[config.mk]
export PLATFORM = sky130hd
export DESIGN_NAME = flash_guard
export DESIGN_NICKNAME = d
export VERILOG_FILES = /design/src/rtl/flash_guard_pkg.sv /design/src/rtl/flash_guard.sv
export VERILOG_INCLUDE_DIRS = /design/src /design/src/rtl
export SDC_FILE = /design/constraint.sdc
export NUM_CORES = 1
export LEC_CHECK = 0
export BUFFER_PORTS_ARGS = -buffer_cell sky130_fd_sc_hd__buf_2
export CAP_MARGIN = 20
export CORE_MARGIN = 10
export CORE_UTILIZATION = 45
export CTS_CLUSTER_SIZE = 40
export DETAILED_ROUTE_END_ITERATION = 8
export PLACE_DENSITY = 0.83
export REMOVE_ABC_BUFFERS = 1
export SLEW_MARGIN = 20
export SYNTH_ARGS = -nofsm -noshare
export SYNTH_HDL_FRONTEND = slang
export SYNTH_SLANG_ARGS = --single-unit
export TNS_END_PERCENT = 10
[constraint.sdc]
create_clock -name clock -period 2.95 [get_ports clock]
set_input_delay 0.59 -clock clock [delete_from_list [all_inputs] [get_ports clock]]
set_output_delay 0.59 -clock clock [all_outputs]
set_load 0.01 [all_outputs]
[src/rtl/flash_guard_map.svh]
// Register offsets, field positions, reset values and window bases of the flash guard
`ifndef FLASH_GUARD_MAP_SVH
`define FLASH_GUARD_MAP_SVH

// ****************************************
// Register byte offsets
// ****************************************
`define FG_OFS_ERROR_STATUS 5'h00
`define FG_OFS_EMU_CONTROL 5'h04
`define FG_OFS_MEM_CONTROL 5'h08
`define FG_OFS_IRQ_STATUS 5'h0c
`define FG_OFS_IRQ_MASK 5'h10

// ****************************************
// Field positions
// ****************************************
`define FG_BIT_FAULT 7
`define FG_STATUS_LOW_ONES 7'h7f
`define FG_BIT_OVL_EN 7
`define FG_BIT_SRC_HI 3
`define FG_BIT_SRC_LO 1
`define FG_BIT_RAM_EN1 7
`define FG_BIT_RAM_EN2 5
`define FG_BIT_ROM_HI 2
`define FG_BIT_ROM_LO 0
`define FG_IRQ_FAULT 0

// ****************************************
// Reset values
// ****************************************
`define FG_RST_BYTE 8'h00
`define FG_RST_FIELD 3'h0

// ****************************************
// Overlay windows (512-byte blocks)
// ****************************************
`define FG_FLASH_WIN_BASE 16'h3000
`define FG_RAM_WIN_BASE 16'hf000
`define FG_WIN_SHIFT 9
`define FG_SRC_FORBIDDEN 3'h7

`endif

[src/rtl/flash_guard_pkg.sv]
// Types shared by the flash guard block
package flash_guard_pkg;

    // Kind of hardware exception sequence that the CPU reports
    typedef enum logic [2:0] {
        EXC_RESET,
        EXC_TRACE,
        EXC_INVALID,
        EXC_TRAP,
        EXC_ZERO_DIV,
        EXC_OTHER
    } exception_kind_e;

    // Operating modes as coded on the mode pins
    typedef logic [2:0] op_mode_t;

endpackage

[src/rtl/flash_guard.sv]
// Flash fault flag, emulation overlay decode and their Avalon-MM register slave
`timescale 1ns/1ns
`default_nettype none
`include "flash_guard_map.svh"

// Operation
// - Illegal flash event sets fault flag, protects
// - Flag resets 0; pin reset, standby clear
// - Flash read during program sets flag
// - Exception before program/erase sets flag
// - Sleep during program/erase sets flag
// - Watchdog reset leaves fault flag alone
// - Status low bits read one, ignore writes
// - Overlay off unless enable; rom window select
// - RAM source window from select, enables
// - Upper select bits set force lowest zero
// - Emulation fields writable only modes 2,4,7
// - Emulation enable blocks program and erase
// - Other modes: enable, rom select read zero; source select kept, locked
module flash_guard
    import flash_guard_pkg::*;
(
    input wire logic clock,
    input wire logic rst,
    input wire logic [4:0] address,
    input wire logic read,
    input wire logic write,
    input wire logic [3:0] byteenable,
    input wire logic [31:0] writedata,
    output logic [31:0] readdata,
    output logic waitrequest,
    input wire logic [2:0] mode_pins,
    input wire logic hw_standby_pin,
    input wire logic wdt_reset,
    input wire logic flash_busy,
    input wire logic pe_armed,
    input wire logic cpu_read,
    input wire logic [15:0] cpu_addr,
    input wire logic exc_start,
    input wire exception_kind_e exc_kind,
    input wire logic sleep_exec,
    output logic flash_fault_flag,
    output logic pe_blocked,
    output logic overlay_hit,
    output logic [15:0] ram_addr,
    output logic irq
);

    // ****************************************
    // Pin synchronisers
    // ****************************************
    logic [2:0] mode_meta_reg;
    logic [2:0] mode_reg;
    logic standby_meta_reg;
    logic standby_reg;

    // Mode and standby pins come from outside the clock domain
    always_ff @(posedge clock or posedge rst) begin
        if (rst) begin
            mode_meta_reg <= 3'h0;
            mode_reg <= 3'h0;
            standby_meta_reg <= 1'b0;
            standby_reg <= 1'b0;
        end else begin
            mode_meta_reg <= mode_pins;
            mode_reg <= mode_meta_reg;
            standby_meta_reg <= hw_standby_pin;
            standby_reg <= standby_meta_reg;
        end
    end

    // Decoding shared by lock logic and assertions
    function automatic logic mode_allows(input op_mode_t m);
        mode_allows = (m == 3'h2) || (m == 3'h4) || (m == 3'h7);
    endfunction

    logic emu_mode;
    assign emu_mode = mode_allows(mode_reg);

    // ****************************************
    // Bus access decode
    // ****************************************
    logic wr_fire;
    logic rd_fire;
    logic lane0;
    logic [7:0] wbyte;
    assign wr_fire = write && !waitrequest;
    assign rd_fire = read && !waitrequest;
    assign lane0 = byteenable[0];
    assign wbyte = writedata[7:0];

    // ****************************************
    // Control registers
    // ****************************************
    logic ovl_en_reg;
    logic [2:0] src_sel_reg;
    logic ram_en1_reg;
    logic ram_en2_reg;
    logic [2:0] rom_sel_reg;
    logic [2:0] src_sel_next;

    always_comb begin
        src_sel_next = wbyte[`FG_BIT_SRC_HI:`FG_BIT_SRC_LO];
        if (src_sel_next[2] && src_sel_next[1]) begin
            src_sel_next[0] = 1'b0;
        end
    end

    // Standby and watchdog reset both reinitialise the emulation setup
    always_ff @(posedge clock or posedge rst) begin
        if (rst) begin
            ovl_en_reg <= 1'b0;
            src_sel_reg <= `FG_RST_FIELD;
            rom_sel_reg <= `FG_RST_FIELD;
            ram_en1_reg <= 1'b0;
            ram_en2_reg <= 1'b0;
        end else if (standby_reg || wdt_reset) begin
            ovl_en_reg <= 1'b0;
            src_sel_reg <= `FG_RST_FIELD;
            rom_sel_reg <= `FG_RST_FIELD;
            ram_en1_reg <= 1'b0;
            ram_en2_reg <= 1'b0;
        end else if (!emu_mode) begin
            ovl_en_reg <= 1'b0;
            rom_sel_reg <= `FG_RST_FIELD;
            if (wr_fire && lane0 && address == `FG_OFS_MEM_CONTROL) begin
                ram_en1_reg <= wbyte[`FG_BIT_RAM_EN1];
                ram_en2_reg <= wbyte[`FG_BIT_RAM_EN2];
            end
        end else if (wr_fire && lane0) begin
            if (address == `FG_OFS_EMU_CONTROL) begin
                ovl_en_reg <= wbyte[`FG_BIT_OVL_EN];
                src_sel_reg <= src_sel_next;
            end
            if (address == `FG_OFS_MEM_CONTROL) begin
                ram_en1_reg <= wbyte[`FG_BIT_RAM_EN1];
                ram_en2_reg <= wbyte[`FG_BIT_RAM_EN2];
                rom_sel_reg <= wbyte[`FG_BIT_ROM_HI:`FG_BIT_ROM_LO];
            end
        end
    end

    // ****************************************
    // Overlay decode
    // ****************************************
    logic ovl_on;
    logic [15:0] flash_base;
    logic [15:0] ram_base;
    logic in_window;
    assign ovl_on = ovl_en_reg && ram_en1_reg && ram_en2_reg;
    assign flash_base = `FG_FLASH_WIN_BASE + {4'h0, rom_sel_reg, 9'h000};
    assign ram_base = `FG_RAM_WIN_BASE + {4'h0, src_sel_reg, 9'h000};
    assign in_window = ovl_on && (cpu_addr[15:`FG_WIN_SHIFT] == flash_base[15:`FG_WIN_SHIFT]);

    always_ff @(posedge clock or posedge rst) begin
        if (rst) begin
            overlay_hit <= 1'b0;
            ram_addr <= 16'h0000;
        end else begin
            overlay_hit <= cpu_read && in_window;
            ram_addr <= {ram_base[15:`FG_WIN_SHIFT], cpu_addr[`FG_WIN_SHIFT-1:0]};
        end
    end

    // ****************************************
    // Fault detection
    // ****************************************
    logic illegal_read;
    logic illegal_exc;
    logic illegal_sleep;
    logic fault_event;
    assign illegal_read = cpu_read && flash_busy && !in_window;
    // Exceptions other than the exempt kinds
    assign illegal_exc = exc_start && (pe_armed || flash_busy) && !(exc_kind inside
        {EXC_RESET, EXC_TRACE, EXC_INVALID, EXC_TRAP, EXC_ZERO_DIV});
    assign illegal_sleep = sleep_exec && flash_busy;
    assign fault_event = illegal_read || illegal_exc || illegal_sleep;

    always_ff @(posedge clock or posedge rst) begin
        if (rst) begin
            flash_fault_flag <= 1'b0;
        end else if (standby_reg) begin
            flash_fault_flag <= 1'b0;
        end else if (fault_event) begin
            flash_fault_flag <= 1'b1;
        end
    end

    always_ff @(posedge clock or posedge rst) begin
        if (rst) begin
            pe_blocked <= 1'b0;
        end else begin
            pe_blocked <= ovl_en_reg || flash_fault_flag;
        end
    end

    // ****************************************
    // Interrupt status and mask
    // ****************************************
    logic irq_stat_reg;
    logic irq_mask_reg;
    logic fault_prev_reg;

    // Rising edge of the fault flag is the event; set wins over read clear
    always_ff @(posedge clock or posedge rst) begin
        if (rst) begin
            fault_prev_reg <= 1'b0;
            irq_stat_reg <= 1'b0;
        end else begin
            fault_prev_reg <= flash_fault_flag;
            if (flash_fault_flag && !fault_prev_reg) begin
                irq_stat_reg <= 1'b1;
            end else if (rd_fire && address == `FG_OFS_IRQ_STATUS) begin
                irq_stat_reg <= 1'b0;
            end
        end
    end

    always_ff @(posedge clock or posedge rst) begin
        if (rst) begin
            irq_mask_reg <= 1'b0;
        end else if (wr_fire && lane0 && address == `FG_OFS_IRQ_MASK) begin
            irq_mask_reg <= wbyte[`FG_IRQ_FAULT];
        end
    end

    always_ff @(posedge clock or posedge rst) begin
        if (rst) begin
            irq <= 1'b0;
        end else begin
            irq <= irq_stat_reg && irq_mask_reg;
        end
    end

    // ****************************************
    // Avalon-MM answer
    // ****************************************
    logic [7:0] rd_byte;

    // Low status bits read as ones
    always_comb begin
        case (address)
            `FG_OFS_ERROR_STATUS: rd_byte = {flash_fault_flag, `FG_STATUS_LOW_ONES};
            `FG_OFS_EMU_CONTROL: rd_byte = {ovl_en_reg, 3'h0, src_sel_reg, 1'b0};
            `FG_OFS_MEM_CONTROL: rd_byte = {ram_en1_reg, 1'b0, ram_en2_reg, 2'h0, rom_sel_reg};
            `FG_OFS_IRQ_STATUS: rd_byte = {7'h00, irq_stat_reg};
            `FG_OFS_IRQ_MASK: rd_byte = {7'h00, irq_mask_reg};
            default: rd_byte = `FG_RST_BYTE;
        endcase
    end

    // One wait state: answer is captured while waitrequest falls
    always_ff @(posedge clock or posedge rst) begin
        if (rst) begin
            waitrequest <= 1'b1;
            readdata <= 32'h00000000;
        end else begin
            waitrequest <= !((read || write) && waitrequest);
            if (read && waitrequest) begin
                readdata <= {24'h000000, rd_byte};
            end
        end
    end
endmodule // flash_guard

`default_nettype wire

==> results of run 1 <==
## through the flow
step / util [%] / hold slack, ps / power, mW / worst slack (ps)
after floorplan: - / 331 / 0.730 / 1130
after global placement: 54.1 / 333 / 0.793 / 900
after detailed placement: 54.1 / 335 / 0.797 / 901
after CTS: 57.0 / 357 / 1.28 / 1190
after global routing: 57.0 / 367 / 1.33 / 1100
final: 57.0 / 354 / 1.26 / 1190
## layout by cell type, fill, tap and decap left out, types with 2 or more instances in the layout
cell type,Yosys,layout
buf_2,1,73
dfrtp_1,44,44
conb_1,2,25
nand2_1,20,20
nor2_1,11,11
mux2i_1,10,10
o41ai_1,6,6
clkbuf_8,0,5
o21ai_0,4,4
and2_1,3,3
xor2_1,3,3
nand3_1,2,2
nor4_1,2,2
inv_1,3,2
a21oi_1,2,2
a21boi_0,2,2
nor3_1,2,2
## worst paths after layout
kind / cells after the start / from / to / slack (ps)
worst max-delay path: 5 / address[1] / rom_sel_reg[0] / 1190
worst min-delay path: 0 / standby_meta_reg / standby_reg / 350
worst max register to register: 4 / waitrequest / rom_sel_reg[0] / 1490
worst min register to register: 0 / standby_meta_reg / standby_reg / 350
max in group asynchronous: 2 / rst / pe_blocked / 1900
min in group asynchronous: 2 / rst / ram_addr[6] / 470
## power by group through the flow
| stage | Combinational, mW | Clock, mW | Sequential, mW |
|---|---|---|---|
| after floorplan | 0.0548 | 0 | 0.675 |
| after global placement | 0.127 | 0 | 0.666 |
| after detailed placement | 0.130 | 0 | 0.667 |
| after CTS | 0.130 | 0.496 | 0.655 |
| after global routing | 0.147 | 0.523 | 0.658 |
| final | 0.129 | 0.481 | 0.654 |
## final cells by class
type | count | area share [%]
Multi-Input combinational cell | 109 | 27.6
Timing Repair Buffer | 73 | 15.7
Clock buffer | 5 | 2.96
Tap cell | 50 | 2.69
Inverter | 3 | 0.484
Clock inverter | 3 | 2.15
Sequential cell | 45 | 48.4
## layer usage
metal	global-route usage (%)	share of wire, %	routed length (um)	vias up
met4	3.14	0.92	40	0
met3	6.72	12	522	5
met1	13.1	39	1730	605
met5	0	0	0	-
met2	20.0	48	2080	63
li1	-	-	-	648
## logic make-up (layout without fill, tap and decap cells)
logic type      count (synthesis)  in the layout  synth area share (%)
compound gates                 19             19                  6.83
xor+xnor                        4              4                  1.81
buf+inv                        36             84                  13.2
flops                          45             45                  58.1
mux                            11             11                  5.74
other cells                     2             25                 0.387
simple gates                   50             50                  13.9
## worst reg2reg max path, delay by kind of cell (launching register included)
kind | cells | cell delay, ps
mux | 1 | 230
simple gates | 3 | 720
flops | 1 | 400
==> reports/metrics.yaml, run 1 <==
floorplanning:
  row_count: 23
  io_pins: 127
  initial_utilization_pct: 47.5
  die_x_um: 85.7
  die_area_um2: 7340
  coreArea_um2: 4090
  die_y_um: 85.7
timing:
  rsz0062_at_grt: "false"
  finalHoldViolCount: 0
  skew_ps: 6.29
  fin_crit_ps: 1760
  setup_viol: 0
  clock.fmax_mhz: 568
  slew_violations: 0
  maxSlewHeadroom_pct: 40.1
  min_period_over_period_pct: 59.7
  final.setup.tns_ps: 0
  worstMarginPinSlew_ps: 898
synthesis:
  ys.flop_type: "dfrtp_1"
  ys_top_cells_by_count: "dfrtp_1, buf_4, nand2_1"
  synth_most_common_cell: "dfrtp_1"
  ys_ff_latch: 45
  yosysWarnings: 0
  netlist_area_um2: 1940
  synth_area_per_cell_um2: 11.6
  synth_edf_count: 0
  synth_top_area_share_pct: 56.7
  ys_seq_area_share_pct: 58.1
  yosysTopAreaCell: "dfrtp_1"
  yosysUniqueCellTypes: 37
  netlist_instances: 167
  synth_area_leaders: "dfrtp_1, buf_4, mux2i_1"
  async_flop_share_pct: 100
place:
  hpwlAfterDp_mm: 3.52
  io_buffers: 73
  place_area_um2: 2210
  place.gp.congestion: 0.777
  dp_cells: 280
worst_setup_path:
  crit_path_max_incr_delay_ps: 510
  path_max_fanout: 10
  crit_chain: "buf_2, or3_4, and4bb_1, mux2i_1, nor2_1"
  path_delay_family: "simple AND/OR/NAND/NOR gates"
  slowest_stage: "and4bb_1"
  arrival_ps: 1950
  cp_num_buf_inv: 1
  crit_required_ps: 3140
  crit_path_end_kind: "flip-flop"
  cp-start-kind: "primary input"
  crit_type: "primary input to flip-flop"
detailed_routing:
  postRouteWirelength_mm: 4.37
  first_iter_violations: 45
  wl_per_cell_um: 15.2
  post-route-drc-count: 0
  via_count: 1321
  vias_per_cell: 4.59
  drt_pass1_iterations: 4
  ant_nets: 0
layout:
  multi_input_area_um2: 643
  drive_above_1_share_pct: 36.6
  final_area_um2: 2330
  area_growth_pct: 20.0
  num-fill-cells: 367
  fin_cells: 288
  register_area_um2: 1130
  largest-register: "ram_addr"
  nets: 311
  diodes: 0
  largest_register_ffs: 13
  biggestRegsByFlops: "ram_addr x13, readdata x7"
clocking:
  clockBufferDepth: 2
  cts_tree: "yes"
  numCtsBuffers: 5
  postCtsSetupRepairBufs: 0
  clk-insertion-delay-late_ps: 300
  htreeDepth: 2
  root_buffer: "clkbuf_8"
  ctsHoldBuffers: 0
  clk_pin_slew_ps: 90
  cts.sink_count: 45
  post_cts_resized: 0
grt:
  grt_usage_pct: 12.1
  grt_pass1_wl_mm: 7.21
  grt_pass1_vias: 1477
  grt_max_degree: 46
  antenna_found_initial: 0
  grt.overflow.total: 0
flow_run:
  drv_cap: 0
power_and_ir_drop:
  p_int_mw: 0.951
  p_seq_share_pct: 51.8
  power.share.clock_pct: 38.0
  p_switching_mw: 0.313
  sw_frac_of_total_pct: 24.7
  cellPowerDensity_nw_per_um2: 543
  leakagePower_nw: 1.22
  combPwrFrac_pct: 10.2
  vdd_drop_max_mv: 0.371
status:
  status: "finished, final reports clean"
worst_hold_path:
  hp-class: "flip-flop to flip-flop"
(Power assumes the default switching activity.)
==> run 2: changes to the inputs <==
--- a/config.mk
+++ b/config.mk
@@ -9,10 +9,10 @@
 export BUFFER_PORTS_ARGS = -buffer_cell sky130_fd_sc_hd__buf_2
 export CAP_MARGIN = 20
 export CORE_MARGIN = 10
-export CORE_UTILIZATION = 45
+export CORE_UTILIZATION = 42
 export CTS_CLUSTER_SIZE = 40
 export DETAILED_ROUTE_END_ITERATION = 8
-export PLACE_DENSITY = 0.83
+export PLACE_DENSITY = 0.78
 export REMOVE_ABC_BUFFERS = 1
 export SLEW_MARGIN = 20
 export SYNTH_ARGS = -nofsm -noshare
==> constraint.sdc (replaced) <==
create_clock -name clock -period 1.77 [get_ports clock]
set_input_delay 0.354 -clock clock [delete_from_list [all_inputs] [get_ports clock]]
set_output_delay 0.354 -clock clock [all_outputs]
set_load 0.01 [all_outputs]
==> reports/metrics.yaml, run 2 (synthesis gave the netlist of run 1 again) <==
status:
  status: "finished, final reports clean"
place:
  io_buffers: 73  # unchanged
  hpwlAfterDp_mm: 3.58  # +1.7%
  place.gp.congestion: 0.794  # +2.1%
  post-place-ws_ps: 57.3  # -843 ps
  place_area_um2: 2250  # +1.8%
worst_setup_path:
  arrival_ps: 1720  # -230 ps
  path_max_fanout: 5  # -5
  cp-start-kind: "flip-flop"
  crit_type: "flip-flop to flip-flop"
  crit_path_end_kind: "flip-flop"
  crit_required_ps: 1980  # -1160 ps
  r2r_start: "waitrequest"
  crit_start: "waitrequest"
grt:
  antenna_found_initial: 0  # unchanged
  grt_max_degree: 25  # -46%
  grt_usage_pct: 11.1  # -1.0 points
  grt_pass1_vias: 1382  # -6.4%
  grt.overflow.total: 0  # unchanged
  grt_pass1_wl_mm: 6.75  # -6.4%
timing:
  maxSlewHeadroom_pct: 62.8  # +23 points
  slew_violations: 0  # unchanged
  fin_ws_ps: 260  # -929 ps
  skew_ps: 3.34  # -2.95 ps
  clock.fmax_mhz: 662
  holdWs_ps: 80.6  # -274 ps
  worstMarginPinSlew_ps: 553  # -344 ps
  final.setup.tns_ps: 0  # unchanged
  fin_crit_ps: 1510
  rsz0062_at_grt: "false"
  min_period_over_period_pct: 85.3
  setup_viol: 0  # unchanged
  finalHoldViolCount: 0  # unchanged
layout:
  mostFrequentLayoutCells: "buf_2, dfrtp_1, conb_1"
  final_area_um2: 2360  # +1.6%
  fin_util_pct: 53.6  # -3.4 points
  area_growth_pct: 21.9
  num-fill-cells: 411  # +12%
  drive_above_1_share_pct: 37.9  # +1.3 points
  diodes: 0  # unchanged
  layout_commonest_cell: "buf_2"
  largest-register: "ram_addr"
  largest_register_ffs: 13  # unchanged
  nets: 316  # +1.6%
  biggestRegsByFlops: "ram_addr x13, readdata x7"
floorplanning:
  io_pins: 127  # unchanged
  coreArea_um2: 4410  # +8.0%
  die_x_um: 88.0  # +2.7%
  row_count: 24  # +4.3%
  die_area_um2: 7740  # +5.5%
  initial_utilization_pct: 44.0  # -3.5 points
  die_y_um: 88.0  # +2.7%
clocking:
  clk_pin_slew_ps: 80  # about the same
  clockBufferDepth: 2  # unchanged
  numCtsBuffers: 5  # unchanged
  htreeDepth: 2  # unchanged
  ctsHoldBuffers: 0  # unchanged
  post_cts_resized: 0  # unchanged
  root_buffer: "clkbuf_8"
  postCtsSetupRepairBufs: 0  # unchanged
  cts_tree: "yes"
  clk-insertion-delay-late_ps: 300  # about the same
  cts.sink_count: 45  # unchanged
detailed_routing:
  wl_per_cell_um: 14.8  # -2.3%
  postRouteWirelength_mm: 4.37  # about the same
  post-route-drc-count: 0  # unchanged
  via_count: 1359  # +2.9%
  first_iter_violations: 44  # -2.2%
  vias_per_cell: 4.61  # +0.44%
  ant_nets: 0  # unchanged
  drt_pass1_iterations: 4  # unchanged
worst_hold_path:
  hp-class: "primary input to asynchronous set/reset pin"
power_and_ir_drop:
  cellPowerDensity_nw_per_um2: 879  # +62%
  vdd_drop_max_mv: 0.583  # +57%
  leakagePower_nw: 1.24  # +1.5%
flow_run:
  drv_cap: 0  # unchanged
[run 2: cell types whose count changed in the layout (fill, tap and decap cells not counted), sizes merged]
cell | before | now
clkinvlp | 0 | 1
inv | 4 | 3
buf | 73 | 78
[run 2: power breakdown]
group	total (mW)	switching, mW	leakage, nW	internal [mW]
clock network	0.768	0.346	0.0543	0.422
logic	0.222	0.133	0.615	0.0887
registers	1.09	0.0196	0.572	1.07
total	2.08	0.499	1.24	1.58
[run 2: per-layer routing]
metal | up-vias | track usage, % | routed length, um
li1 | 668 | - | -
met1 | 614 | 13.2 | 1750
met2 | 73 | 17.1 | 2020
met3 | 4 | 6.31 | 579
met4 | 0 | 2.17 | 27
met5 | - | 0 | 0
[run 2: critical path, cell delays in order (launching register included)]
cell and delay, ps:
dfstp_2 570, and3b_1 210, and4bb_1 210, buf_4 170, mux2i_1 120, nor3_1 150
[run 2: worst paths after layout]
kind                                     to  slack [ps]  depth (start not counted)
min in group clock         mode_meta_reg[0]         160                          1
hold / removal                  mode_reg[0]          80                          2
setup / recovery                ram_en1_reg         260                          5
hold reg to reg                 mode_reg[0]         350                          0
max in group asynchronous       waitrequest        1100                          3
setup reg to reg                ram_en1_reg         260                          5
[run 2: stage by stage]
stage	std cells	total power [mW]
2_1_floorplan	157	1.22
3_3_place_gp	287	1.33
3_5_place_dp	287	1.33
4_1_cts	295	2.11
5_1_grt	295	2.19
6_report	295	2.08
[run 2: area by class of cell]
type	count	area, um^2	area share, %
flip-flops and latches	45	1130	47.7
repair buffers	78	403	17.0
clock buffers	5	68.8	2.91
multi-input cells	109	643	27.2
inverters	3	11.3	0.476
clock inverters	3	46.3	1.96
well taps	52	65.1	2.75
==> run 3: changes to the inputs <==
--- a/config.mk
+++ b/config.mk
@@ -10,7 +10,6 @@
 export CAP_MARGIN = 20
 export CORE_MARGIN = 10
 export CORE_UTILIZATION = 42
-export CTS_CLUSTER_SIZE = 40
 export DETAILED_ROUTE_END_ITERATION = 8
 export PLACE_DENSITY = 0.78
 export REMOVE_ABC_BUFFERS = 1
==> constraint.sdc (replaced) <==
create_clock -name clock -period 1.77 [get_ports clock]
set_input_delay 0.0885 -clock clock [delete_from_list [all_inputs] [get_ports clock]]
set_output_delay 0.0885 -clock clock [all_outputs]
set_load 0.01 [all_outputs]
==> reports/metrics.yaml, run 3 (synthesis gave the netlist of run 1 again) <==
power_and_ir_drop:
  p_int_mw: 1.54  # -2.8%
  power.share.clock_pct: 33.6  # -3.4 points
  p_total_mw: 2.02  # -2.7%
  combPwrFrac_pct: 12.5  # +1.8 points
  p_switching_mw: 0.486  # -2.5%
  cellPowerDensity_nw_per_um2: 808  # -8.1%
  sw_frac_of_total_pct: 24.0  # +0.059 points
  vdd_drop_max_mv: 0.570  # -2.2%
  p_seq_share_pct: 53.9  # +1.5 points
  leakagePower_nw: 1.30  # +4.5%
flow_run:
  drv_cap: 0  # unchanged
detailed_routing:
  postRouteWirelength_mm: 4.48  # +2.5%
  post-route-drc-count: 0  # unchanged
  drt_pass1_iterations: 3  # -1
  wl_per_cell_um: 14.5  # -1.9%
  vias_per_cell: 4.52  # -1.8%
  via_count: 1393  # +2.5%
  first_iter_violations: 48  # +9.1%
  ant_nets: 0  # unchanged
worst_setup_path:
  arrival_ps: 1650  # -70 ps
  path_delay_family: "simple AND/OR/NAND/NOR gates"
  crit_required_ps: 1950  # -30 ps
  path_max_fanout: 5  # unchanged
  reg2regPathDepth: 4  # -1
  crit_path_end_kind: "flip-flop"
  crit_path_max_incr_delay_ps: 410  # -160 ps
  slowest_stage: "and4bb_1"
  cp-start-kind: "flip-flop"
  crit_chain: "and3b_1, and4bb_1, mux2i_1, nor3_1"
  cp_num_buf_inv: 0  # -1
  crit_type: "flip-flop to flip-flop"
  path_depth: 4  # -1
floorplanning:
  die_x_um: 88.0  # unchanged
  io_pins: 127  # unchanged
  die_y_um: 88.0  # unchanged
  die_area_um2: 7740  # unchanged
  initial_utilization_pct: 44.0  # unchanged
  row_count: 24  # unchanged
  coreArea_um2: 4410  # unchanged
layout:
  biggestRegsByFlops: "ram_addr x13, readdata x7"
  nets: 329  # +4.1%
  mostFrequentLayoutCells: "buf_2, dfrtp_1, conb_1"
  largest_register_ffs: 13  # unchanged
  final_area_um2: 2500  # +5.9%
  layout_commonest_cell: "buf_2"
  area_growth_pct: 29.0
  fin_util_pct: 56.7  # +3.1 points
  diodes: 0  # unchanged
  largest-register: "ram_addr"
  drive_above_1_share_pct: 34.4  # -3.5 points
  fin_cells: 308  # +4.4%
grt:
  antenna_found_initial: 0  # unchanged
  grt.overflow.total: 0  # unchanged
  grt_pass1_wl_mm: 7.13  # +5.6%
  grt_usage_pct: 11.5  # +0.43 points
  grt_pass1_vias: 1524  # +10%
  grt_max_degree: 26  # +4.0%
clocking:
  cts_tree: "yes"
  clockBufferDepth: 2  # unchanged
  cts.sink_count: 45  # unchanged
  clk-insertion-delay-late_ps: 290  # about the same
  clk_pin_slew_ps: 80  # about the same
  numCtsBuffers: 5  # unchanged
  root_buffer: "clkbuf_8"
  post_cts_resized: 0  # unchanged
  htreeDepth: 2  # unchanged
  postCtsSetupRepairBufs: 0  # unchanged
place:
  dp_cells: 283  # -1.4%
  post-place-ws_ps: 187  # +130 ps
  place.gp.congestion: 0.790  # -0.49%
  hpwlAfterDp_mm: 3.57  # -0.16%
  place_area_um2: 2230  # -0.78%
  io_buffers: 73  # unchanged
worst_hold_path:
  hp-class: "primary input to flip-flop"
  hold_depth: 2
timing:
  holdWs_ps: 22.4  # -58.2 ps
  worstMarginPinSlew_ps: 526  # -27.1 ps
  fin_ws_ps: 295  # +35.1 ps
  min_period_over_period_pct: 83.3  # -2.0 points
  maxSlewHeadroom_pct: 64.9  # +2.1 points
  final.setup.tns_ps: 0  # unchanged
  setup_viol: 0  # unchanged
  skew_ps: 8.55  # +5.21 ps
  finalHoldViolCount: 0  # unchanged
  rsz0062_at_grt: "false"
  fin_crit_ps: 1470  # -35.1 ps
  slew_violations: 0  # unchanged
  clock.fmax_mhz: 678  # +2.4%
status:
  status: "finished, final reports clean"
## run 3: final cells by class
| cell class | count | area [um^2] |
|---|---|---|
| fillers | 385 | 1910 |
| flip-flops and latches | 45 | 1130 |
| multi-input cells | 109 | 643 |
| repair buffers | 91 | 556 |
| clock buffers | 7 | 96.3 |
| well taps | 52 | 65.1 |
| inverters | 3 | 11.3 |
| clock inverters | 1 | 5.00 |
## run 3: layer usage
| layer | GRT usage, % | up-vias | part of all wire [%] |
|---|---|---|---|
| met5 | 0 | - | 0 |
| met4 | 2.17 | 0 | 0.78 |
| met3 | 6.31 | 4 | 13 |
| met2 | 19.3 | 66 | 47 |
| met1 | 12.6 | 636 | 40 |
| li1 | - | 687 | - |
## run 3: worst paths after layout
check | from | endpoint | slack, ps
hold reg to reg | mode_meta_reg[0] | mode_reg[0] | 350
setup / recovery | waitrequest | ram_en2_reg | 300
max in group asynchronous | rst | ram_en2_reg | 880
setup reg to reg | waitrequest | ram_en2_reg | 300
hold / removal | cpu_read | overlay_hit | 20
min in group asynchronous | rst | ram_addr[1] | 400
## run 3: timing repair
item                                   4_1_cts  5_1_grt
hold buffers                                17        0
endpoints found under the hold margin       39        0
setup endpoints to repair                    0        0
## run 3: power by group through the flow
stage | registers, mW | clock network, mW | logic [mW]
5_1_grt | 1.10 | 0.737 | 0.283
3_5_place_dp | 1.11 | 0 | 0.223
6_report | 1.09 | 0.680 | 0.253
2_1_floorplan | 1.13 | 0 | 0.0914
3_3_place_gp | 1.11 | 0 | 0.218
4_1_cts | 1.09 | 0.697 | 0.254
